$ cat src/shared/pic_pkg.sv
/*
 * Shared definitions of the prioritized interrupt controller: register offsets,
 * control field positions, reset values, edge codes and the request carrier.
 * Assumes a 32-bit AXI4-Lite register bus and one CPU core taking requests.
 */
package pic_pkg;

   localparam int PIC_NUM_SRC = 16;
   localparam int PIC_NUM_PIN = 16;
   localparam int PIC_LVL_W = 2;
   localparam int PIC_IDX_W = 4;
   localparam int PIC_SYNC_STAGES = 3;

   // Source slots of the two external units
   localparam logic [3:0] PIC_SRC_EXT_A = 4'h1;
   localparam logic [3:0] PIC_SRC_EXT_B = 4'h2;

   // Register byte offsets
   localparam logic [7:0] PIC_OFF_CTRL = 8'h00;
   localparam logic [7:0] PIC_OFF_ENABLE = 8'h04;
   localparam logic [7:0] PIC_OFF_PRIORITY = 8'h08;
   localparam logic [7:0] PIC_OFF_FLAGS = 8'h0C;
   localparam logic [7:0] PIC_OFF_PIN_FLAGS = 8'h10;
   localparam logic [7:0] PIC_OFF_PIN_ENABLES = 8'h14;
   localparam logic [7:0] PIC_OFF_STATUS = 8'h18;

   // Control register field positions
   localparam int PIC_CTRL_GIE = 0;
   localparam int PIC_CTRL_A_EN = 1;
   localparam int PIC_CTRL_B_EN = 2;
   localparam int PIC_CTRL_A_SEL = 3;
   localparam int PIC_CTRL_A_EDGE = 6;
   localparam int PIC_CTRL_B_EDGE = 8;
   localparam int PIC_CTRL_W = 10;

   // Status register field positions
   localparam int PIC_STAT_REQ = 4;
   localparam int PIC_STAT_IDX = 8;
   localparam int PIC_STAT_LVL = 12;

   // Reset values
   localparam logic [31:0] PIC_RST_WORD = 32'h0000_0000;

   // Edge select codes
   localparam logic [1:0] PIC_EDGE_RISE = 2'h0;
   localparam logic [1:0] PIC_EDGE_FALL = 2'h1;
   localparam logic [1:0] PIC_EDGE_BOTH = 2'h2;

   // AXI responses
   localparam logic [1:0] PIC_RESP_OKAY = 2'h0;
   localparam logic [1:0] PIC_RESP_SLVERR = 2'h2;

   // Request offered to the CPU core
   typedef struct packed {
      logic valid;
      logic [3:0] source;
      logic [1:0] level;
   } pic_req_t;

endpackage : pic_pkg

$ cat src/pic_top.sv
/*
 * Prioritized interrupt controller: 16 sources with flags, enables, four
 * priority levels, nesting, and two edge-triggered external units.
 * Assumes internal peripherals pulse src_event, pins are asynchronous,
 * and the CPU pulses irq_ack on entry and irq_done on routine return.
 */
// Behaviour
// - Sixteen sources, each with two-bit level
// - Hardware sets flag on source condition
// - Request needs global, own enable, flag
// - Serve only if no higher service active
// - Higher preempts lower; lower resumes afterwards
// - Equal level never preempts routine in service
// - Larger level wins, levels reset zero
// - Higher level first, lower index breaks ties
// - Reset outranks all, no level field
// - Global enable low blocks every request
// - Masked flags stay pending, fire on enable
// - External units: rise, fall, or both
// - Unit A: selectable trigger, one flag
// - Unit B: sixteen pins, own flags, enables
// - Unit B edge and level own fields
// - Flags clear by writing zero only
`timescale 1ns/1ps
module pic_top
   import pic_pkg::*;
#(
   parameter int NUM_A_INPUTS = 8
) (
   input wire logic aclk,
   input wire logic aresetn,
   input wire logic [31:0] s_axi_awaddr,
   input wire logic s_axi_awvalid,
   output logic s_axi_awready,
   input wire logic [31:0] s_axi_wdata,
   input wire logic [3:0] s_axi_wstrb,
   input wire logic s_axi_wvalid,
   output logic s_axi_wready,
   output logic [1:0] s_axi_bresp,
   output logic s_axi_bvalid,
   input wire logic s_axi_bready,
   input wire logic [31:0] s_axi_araddr,
   input wire logic s_axi_arvalid,
   output logic s_axi_arready,
   output logic [31:0] s_axi_rdata,
   output logic [1:0] s_axi_rresp,
   output logic s_axi_rvalid,
   input wire logic s_axi_rready,
   input wire logic [PIC_NUM_SRC-1:0] src_event,
   input wire logic [NUM_A_INPUTS-1:0] ext_irq_a_pins,
   input wire logic [PIC_NUM_PIN-1:0] ext_irq_b_pins,
   output pic_req_t irq_req,
   input wire logic irq_ack,
   input wire logic irq_done
);

   ////////////////////////////////////////////////////////////////////////////
   // Declarations
   logic [PIC_CTRL_W-1:0] ctrl;
   logic [PIC_NUM_SRC-1:0] src_enable, flags, pending, set_flags, clr_mask;
   logic [2*PIC_NUM_SRC-1:0] priority_cfg;
   logic [PIC_NUM_PIN-1:0] pin_flags, pin_enables, b_s1, b_s2, b_s3, b_lvl, next_b_lvl, b_edge;
   logic [NUM_A_INPUTS-1:0] a_s1, a_s2, a_s3, a_lvl, next_a_lvl;
   logic [3:0] in_service, w_strb, win_idx;
   logic [1:0] win_lvl, active_lvl;
   logic [7:0] aw_addr;
   logic [31:0] w_data, wmask;
   logic aw_full, w_full, aw_high, wr_fire, wr_en, wr_hit, win_found, a_edge, allowed;

   ////////////////////////////////////////////////////////////////////////////
   // Edge test on a filtered level, shared by both units
   function automatic logic edge_hit(input logic [1:0] sel, input logic prev, input logic cur);
      case (sel)
         PIC_EDGE_RISE: edge_hit = !prev && cur;
         PIC_EDGE_FALL: edge_hit = prev && !cur;
         PIC_EDGE_BOTH: edge_hit = prev != cur;
         default: edge_hit = 1'b0;
      endcase
   endfunction : edge_hit

   ////////////////////////////////////////////////////////////////////////////
   // Pin synchronisers; the filtered level moves only when stages two and three agree
   // three-stage pin capture
   always_ff @(posedge aclk) begin
      if (!aresetn) begin
         a_s1 <= '0;
         a_s2 <= '0;
         a_s3 <= '0;
         b_s1 <= '0;
         b_s2 <= '0;
         b_s3 <= '0;
      end else begin
         a_s1 <= ext_irq_a_pins;
         a_s2 <= a_s1;
         a_s3 <= a_s2;
         b_s1 <= ext_irq_b_pins;
         b_s2 <= b_s1;
         b_s3 <= b_s2;
      end
   end

   // Agreement filter rejects a one-cycle disagreement between late stages
   always_comb begin
      next_a_lvl = a_lvl;
      next_b_lvl = b_lvl;
      for (int i = 0; i < NUM_A_INPUTS; i++) begin
         if (a_s2[i] == a_s3[i]) next_a_lvl[i] = a_s3[i];
      end
      for (int i = 0; i < PIC_NUM_PIN; i++) begin
         if (b_s2[i] == b_s3[i]) next_b_lvl[i] = b_s3[i];
      end
   end

   // Filtered levels, reset low so a pin held high after reset gives a rising edge
   always_ff @(posedge aclk) begin
      if (!aresetn) begin
         a_lvl <= '0;
         b_lvl <= '0;
      end else begin
         a_lvl <= next_a_lvl;
         b_lvl <= next_b_lvl;
      end
   end

   ////////////////////////////////////////////////////////////////////////////
   // Edge detection per unit
   always_comb begin
      logic [2:0] sel;
      sel = ctrl[PIC_CTRL_A_SEL +: 3];
      // one selected trigger feeds unit A
      a_edge = edge_hit(ctrl[PIC_CTRL_A_EDGE +: 2], a_lvl[sel], next_a_lvl[sel]);
      // unit B uses its own edge field
      for (int i = 0; i < PIC_NUM_PIN; i++) begin
         b_edge[i] = edge_hit(ctrl[PIC_CTRL_B_EDGE +: 2], b_lvl[i], next_b_lvl[i]);
      end
   end

   ////////////////////////////////////////////////////////////////////////////
   // AXI4-Lite write channel: address and data accepted in either order
   assign s_axi_awready = !aw_full && !s_axi_bvalid;
   assign s_axi_wready = !w_full && !s_axi_bvalid;
   assign wr_fire = aw_full && w_full && !s_axi_bvalid;
   assign wmask = {{8{w_strb[3]}}, {8{w_strb[2]}}, {8{w_strb[1]}}, {8{w_strb[0]}}};
   // Out-of-range addresses are answered but must not touch any register
   assign wr_en = wr_fire && !aw_high;
   assign clr_mask = wr_en ? 16'(~w_data & wmask) : 16'h0000;

   always_comb begin
      case (aw_addr)
         PIC_OFF_CTRL, PIC_OFF_ENABLE, PIC_OFF_PRIORITY, PIC_OFF_FLAGS, PIC_OFF_PIN_FLAGS,
         PIC_OFF_PIN_ENABLES, PIC_OFF_STATUS: wr_hit = 1'b1;
         default: wr_hit = 1'b0;
      endcase
   end

   always_ff @(posedge aclk) begin
      if (!aresetn) begin
         aw_full <= 1'b0;
         w_full <= 1'b0;
         aw_addr <= '0;
         aw_high <= 1'b0;
         w_data <= PIC_RST_WORD;
         w_strb <= '0;
         s_axi_bvalid <= 1'b0;
         s_axi_bresp <= PIC_RESP_OKAY;
      end else begin
         if (s_axi_awvalid && s_axi_awready) begin
            aw_full <= 1'b1;
            aw_addr <= s_axi_awaddr[7:0];
            aw_high <= |s_axi_awaddr[31:8];
         end
         if (s_axi_wvalid && s_axi_wready) begin
            w_full <= 1'b1;
            w_data <= s_axi_wdata;
            w_strb <= s_axi_wstrb;
         end
         if (wr_fire) begin
            aw_full <= 1'b0;
            w_full <= 1'b0;
            s_axi_bvalid <= 1'b1;
            s_axi_bresp <= (wr_hit && !aw_high) ? PIC_RESP_OKAY : PIC_RESP_SLVERR;
         end else if (s_axi_bvalid && s_axi_bready) begin
            s_axi_bvalid <= 1'b0;
         end
      end
   end

   ////////////////////////////////////////////////////////////////////////////
   // Plain read/write configuration registers
   // levels reset to zero
   always_ff @(posedge aclk) begin
      if (!aresetn) begin
         ctrl <= '0;
         src_enable <= '0;
         priority_cfg <= '0;
         pin_enables <= '0;
      end else if (wr_en) begin
         case (aw_addr)
            PIC_OFF_CTRL: ctrl <= PIC_CTRL_W'((ctrl & ~wmask[PIC_CTRL_W-1:0]) | (w_data & wmask));
            PIC_OFF_ENABLE: src_enable <= 16'((src_enable & ~wmask[15:0]) | (w_data & wmask));
            PIC_OFF_PRIORITY: priority_cfg <= (priority_cfg & ~wmask) | (w_data & wmask);
            PIC_OFF_PIN_ENABLES: pin_enables <= 16'((pin_enables & ~wmask[15:0]) | (w_data & wmask));
            default: ;
         endcase
      end
   end

   ////////////////////////////////////////////////////////////////////////////
   // Flags: hardware sets, software clears by writing zero; a set wins a clear
   always_comb begin
      set_flags = src_event;
      set_flags[PIC_SRC_EXT_A] = a_edge;
      set_flags[PIC_SRC_EXT_B] = 1'b0;
   end

   always_ff @(posedge aclk) begin
      if (!aresetn) begin
         flags <= '0;
         pin_flags <= '0;
      end else begin
         // writing one leaves a flag alone
         flags <= (flags & ~(aw_addr == PIC_OFF_FLAGS ? clr_mask : 16'h0000)) | set_flags;
         pin_flags <= (pin_flags & ~(aw_addr == PIC_OFF_PIN_FLAGS ? clr_mask : 16'h0000)) | b_edge;
      end
   end

   ////////////////////////////////////////////////////////////////////////////
   // Pending sources; masked flags stay set and fire once unmasked
   always_comb begin
      pending = flags & src_enable;
      pending[PIC_SRC_EXT_A] = flags[PIC_SRC_EXT_A] && ctrl[PIC_CTRL_A_EN];
      // group enable gates the pin set
      pending[PIC_SRC_EXT_B] = ctrl[PIC_CTRL_B_EN] && |(pin_flags & pin_enables);
   end

   // Arbitration: walk down from the top index so ties settle on the lower one
   always_comb begin
      win_found = 1'b0;
      win_idx = '0;
      win_lvl = '0;
      for (int i = PIC_NUM_SRC - 1; i >= 0; i--) begin
         if (pending[i] && (!win_found || priority_cfg[2*i +: 2] >= win_lvl)) begin
            win_found = 1'b1;
            win_idx = 4'(i);
            win_lvl = priority_cfg[2*i +: 2];
         end
      end
   end

   // Highest level now in service
   always_comb begin
      active_lvl = '0;
      for (int l = 0; l < 4; l++) begin
         if (in_service[l]) active_lvl = 2'(l);
      end
      allowed = win_found && ctrl[PIC_CTRL_GIE] && (in_service == '0 || win_lvl > active_lvl);
   end

   ////////////////////////////////////////////////////////////////////////////
   // Request to the CPU, registered so source and level are stable together
   always_ff @(posedge aclk) begin
      if (!aresetn) begin
         irq_req <= '0;
      end else begin
         irq_req.valid <= allowed && !irq_ack;
         irq_req.source <= win_idx;
         irq_req.level <= win_lvl;
      end
   end

   // In-service stack; reset clears it, so reset outranks any routine
   always_ff @(posedge aclk) begin
      if (!aresetn) begin
         in_service <= '0;
      end else if (irq_ack && irq_req.valid) begin
         in_service[irq_req.level] <= 1'b1;
      end else if (irq_done) begin
         in_service[active_lvl] <= 1'b0;
      end
   end

   ////////////////////////////////////////////////////////////////////////////
   // AXI4-Lite read channel
   assign s_axi_arready = !s_axi_rvalid;

   always_ff @(posedge aclk) begin
      if (!aresetn) begin
         s_axi_rvalid <= 1'b0;
         s_axi_rdata <= PIC_RST_WORD;
         s_axi_rresp <= PIC_RESP_OKAY;
      end else if (s_axi_arvalid && s_axi_arready) begin
         s_axi_rvalid <= 1'b1;
         s_axi_rresp <= PIC_RESP_OKAY;
         s_axi_rdata <= PIC_RST_WORD;
         if (s_axi_araddr[31:8] != '0) begin
            s_axi_rresp <= PIC_RESP_SLVERR;
         end else begin
            case (s_axi_araddr[7:0])
               PIC_OFF_CTRL: s_axi_rdata <= 32'(ctrl);
               PIC_OFF_ENABLE: s_axi_rdata <= 32'(src_enable);
               PIC_OFF_PRIORITY: s_axi_rdata <= priority_cfg;
               PIC_OFF_FLAGS: s_axi_rdata <= 32'(flags | (16'(|pin_flags) << PIC_SRC_EXT_B));
               PIC_OFF_PIN_FLAGS: s_axi_rdata <= 32'(pin_flags);
               PIC_OFF_PIN_ENABLES: s_axi_rdata <= 32'(pin_enables);
               PIC_OFF_STATUS: begin
                  s_axi_rdata[3:0] <= in_service;
                  s_axi_rdata[PIC_STAT_REQ] <= irq_req.valid;
                  s_axi_rdata[PIC_STAT_IDX +: 4] <= irq_req.source;
                  s_axi_rdata[PIC_STAT_LVL +: 2] <= irq_req.level;
               end
               default: s_axi_rresp <= PIC_RESP_SLVERR;
            endcase
         end
      end else if (s_axi_rvalid && s_axi_rready) begin
         s_axi_rvalid <= 1'b0;
      end
   end

endmodule : pic_top

$ cat config.mk
export PLATFORM = sky130hd
export DESIGN_NAME = pic_top
export DESIGN_NICKNAME = d
export VERILOG_FILES = /design/src/shared/pic_pkg.sv /design/src/pic_top.sv
export SDC_FILE = /design/constraint.sdc
export NUM_CORES = 1
export LEC_CHECK = 0
export ABC_AREA = 0
export BUFFER_PORTS_ARGS = -buffer_cell sky130_fd_sc_hd__buf_4
export CAP_MARGIN = 20
export CORE_ASPECT_RATIO = 0.6
export CORE_MARGIN = 5
export CORE_UTILIZATION = 23
export DETAILED_ROUTE_END_ITERATION = 10
export PLACE_DENSITY_LB_ADDON = 0.05
export SYNTH_ARGS = -nofsm -noshare
export SYNTH_HDL_FRONTEND = slang
export SYNTH_SLANG_ARGS = --single-unit
$ cat constraint.sdc
create_clock -name aclk -period 32.5 [get_ports aclk]
set_input_delay 1.625 -clock aclk [delete_from_list [all_inputs] [get_ports aclk]]
set_output_delay 1.625 -clock aclk [all_outputs]
set_load 0.1 [all_outputs]
==> flow_summary.yaml <==
clock_tree:
  clock-sinks: 296
  cts.clk_slew.worst_paths_ns: 0.07
  cts_resized: 0
  ctsHoldBuffers: 0
  clockRootBuffer: "clkbuf_16"
  clock_path_buffers: 3
  postCtsSetupRepairBufs: 0
  clk_latency_ns: 0.54
  htree_levels: 2
  cts_tree: "yes"
  cts_buffers: 34
global_route:
  grt_pass1_vias: 11500
  antenna_found_initial: 4
  grt_usage: 0.146
  grt_max_degree: 116
  grt_pass1_wl_um: 74100
  gr-total-overflow: 0
detailed_routing:
  drtIter0Drc: 696
  num_vias: 11400
  via_per_inst: 4.53
  first_pass_iters: 5
  drc_errors: 0
  ant_nets: 0
  wl_per_cell_um: 19.9
  wirelength_um: 49800
setup_path:
  crit_fanout: 7
  crit_path_frequent_cell: "ha_1"
  path_class: "flip-flop to flip-flop"
  worstSetupStartpointType: "flip-flop"
  cpMaxStageDelayCell: "or4_1"
  endpoint_kind: "flip-flop"
  cp.arrival_ns: 22.73
  slowest_delay_ns: 0.55
  worstPathRequired_ns: 32.96
timing:
  period_minus_slack_ns: 22.27
  rsz0062_at_grt: "no"
  finalCritPeriodShare: 0.685
  setup_viol: 0
  setup_slack_ns: 10.23
  hold_violations: 0
  setup_tns_ns: 0
  fin_skew_ns: 0.0203
  timing.fmax_mhz: 44.9
  finalMaxSlewViolations: 0
  tightest_slew_ns: 1.21
  timing.hold.ws_ns: 0.416
  maxSlewHeadroom: 0.192
placed_design:
  io_buffers: 192
  pre_cts_slack_ns: 10.48
  hpwl_um: 36900
  gp_congestion: 0.819
logic_synthesis:
  synth-edff-count: 0
  synthFlopType: "dfxtp_1"
  yosysSeqAreaShare: 0.421
  synth.distinct_cells: 90
  netlist_area_um2: 14100
  synthCells: 1481
  avgSynthCellArea_um2: 9.51
  synth_seq_cells: 296
  synthArstFlopShare: 0
  yosysWarnings: 0
status:
  status: "finished, final reports clean"
min_path:
  min_path_type: "flip-flop to flip-flop"
  hold_start: "b_s1[0]$_SDFF_PN0_"
cells_and_area:
  nFillCells: 6540
  ff_latch_area_um2: 5930
  final_net_count: 1859
  multi_input_comb_area_um2: 7630
  drive_gt1_frac: 0.188
  syn_to_final_growth_pct: 24.1
die:
  die_area_um2: 66500
  io_pins: 197
  die_w_um: 330
  die_h_um: 202
  rows: 70
  core_um2: 60800
  start_util: 0.232
power:
  ir_drop_uv: 24.5
  leakage_nw: 6.80
  p_per_area_nw_per_um2: 46.8
run:
  maxCapViolations: 0
==> kinds of logic (layout without fill, tap and decap cells) <==
kind of cell               Yosys count  after routing  share of synthesized area
adders and majority gates           82             82                     0.0685
AOI/OAI and AO/OA                  305            305                      0.164
buffers and inverters              136            332                     0.0389
muxes                              137            137                      0.100
and+or+nand+nor                    524            524                      0.208
other                                1              3                   0.000266
DFF                                296            296                      0.421
==> placed cells by master (no fill, tap or decap), drive strengths merged, types with 14 or more instances in the layout <==
cell / netlist / routed
a21oi: 28 / 28
mux2: 14 / 14
inv: 66 / 68
a221oi: 14 / 14
nor4: 19 / 19
o221ai: 16 / 16
buf: 12 / 204
o21ai: 51 / 51
ha: 57 / 57
a21boi: 45 / 45
clkbuf: 58 / 51
a22oi: 29 / 29
o21a: 32 / 32
nor2b: 109 / 109
dfxtp: 296 / 296
and2: 135 / 135
nand2: 131 / 131
mux2i: 121 / 121
nand2b: 18 / 18
nand3: 25 / 25
nor2: 35 / 35
maj3: 25 / 25
nor3: 16 / 16
==> through the flow <==
| step | total power [mW] | util | std cells | instance area, um2 |
|---|---|---|---|---|
| 2_1_floorplan | 0.416 | - | 1482 | 14100 |
| 3_3_place_gp | 0.445 | 0.269 | 2443 | 16400 |
| 3_5_place_dp | 0.446 | 0.269 | 2443 | 16400 |
| 4_1_cts | 0.838 | 0.287 | 2504 | 17500 |
| 5_1_grt | 0.857 | 0.288 | 2507 | 17500 |
| 6_report | 0.819 | 0.288 | 2507 | 17500 |
==> worst max-delay path, delay by kind of cell (launching register included) <==
family | cells | cell delay, ns
multiplexers | 3 | 0.96
adder cells (fa/ha/maj) | 16 | 4.38
flip-flops | 1 | 0.47
AO/OA/AOI/OAI | 47 | 10.27
buffers and inverters | 5 | 0.38
AND/OR/NAND/NOR | 29 | 5.69
==> cell type report <==
type / count / area share
Multi-Input combinational cell: 1050 / 0.437
Sequential cell: 296 / 0.339
Timing Repair Buffer: 205 / 0.0883
Tap cell: 828 / 0.0593
Clock buffer: 50 / 0.0578
Inverter: 66 / 0.0142
Clock inverter: 11 / 0.00458
Antenna cell: 1 / 0.000143
==> synthesized netlist by cell type, types with 6 or more instances <==
library cell	instances	area share
nand3_1	25	0.0089
dfxtp_1	296	0.42
buf_1	6	0.0016
o22ai_1	11	0.0049
mux2_2	14	0.011
a21boi_0	43	0.023
o221ai_1	16	0.0099
and2_1	132	0.059
o21ai_0	49	0.017
nand2_1	130	0.035
maj3_1	24	0.017
inv_1	66	0.018
mux2i_1	121	0.086
a21oi_1	25	0.0089
nand4_1	6	0.0027
a222oi_1	8	0.0057
nand2b_1	18	0.0080
a22oi_1	29	0.015
ha_1	57	0.051
o21a_1	32	0.017
nor3_1	15	0.0053
a221oi_1	13	0.0081
clkbuf_1	58	0.015
nor2b_1	109	0.048
o211ai_1	8	0.0043
nor2_1	33	0.0088
nor4_1	17	0.0075
a22o_1	10	0.0062
==> final timing paths <==
kind / end / slack (ns) / cells past startpoint
setup / recovery: irq_req[6]$_SDFF_PN0_ / 10.23 / 100
hold / removal: b_s2[0]$_SDFF_PN0_ / 0.42 / 1
setup reg to reg: irq_req[6]$_SDFF_PN0_ / 10.23 / 100
hold reg to reg: b_s2[0]$_SDFF_PN0_ / 0.42 / 1
==> metal layers <==
layer	global-route usage	part of all wire	vias to the layer above
li1	-	-	5564
met4	0.0242	0.011	4
met1	0.226	0.53	5499
met5	0	0.00044	-
met2	0.205	0.40	261
met3	0.0338	0.065	41
==> power by group <==
group / internal, mW / switching (mW)
Combinational: 0.0245 / 0.0283
Clock: 0.217 / 0.165
Sequential: 0.372 / 0.0111
(Power assumes the default switching activity.)
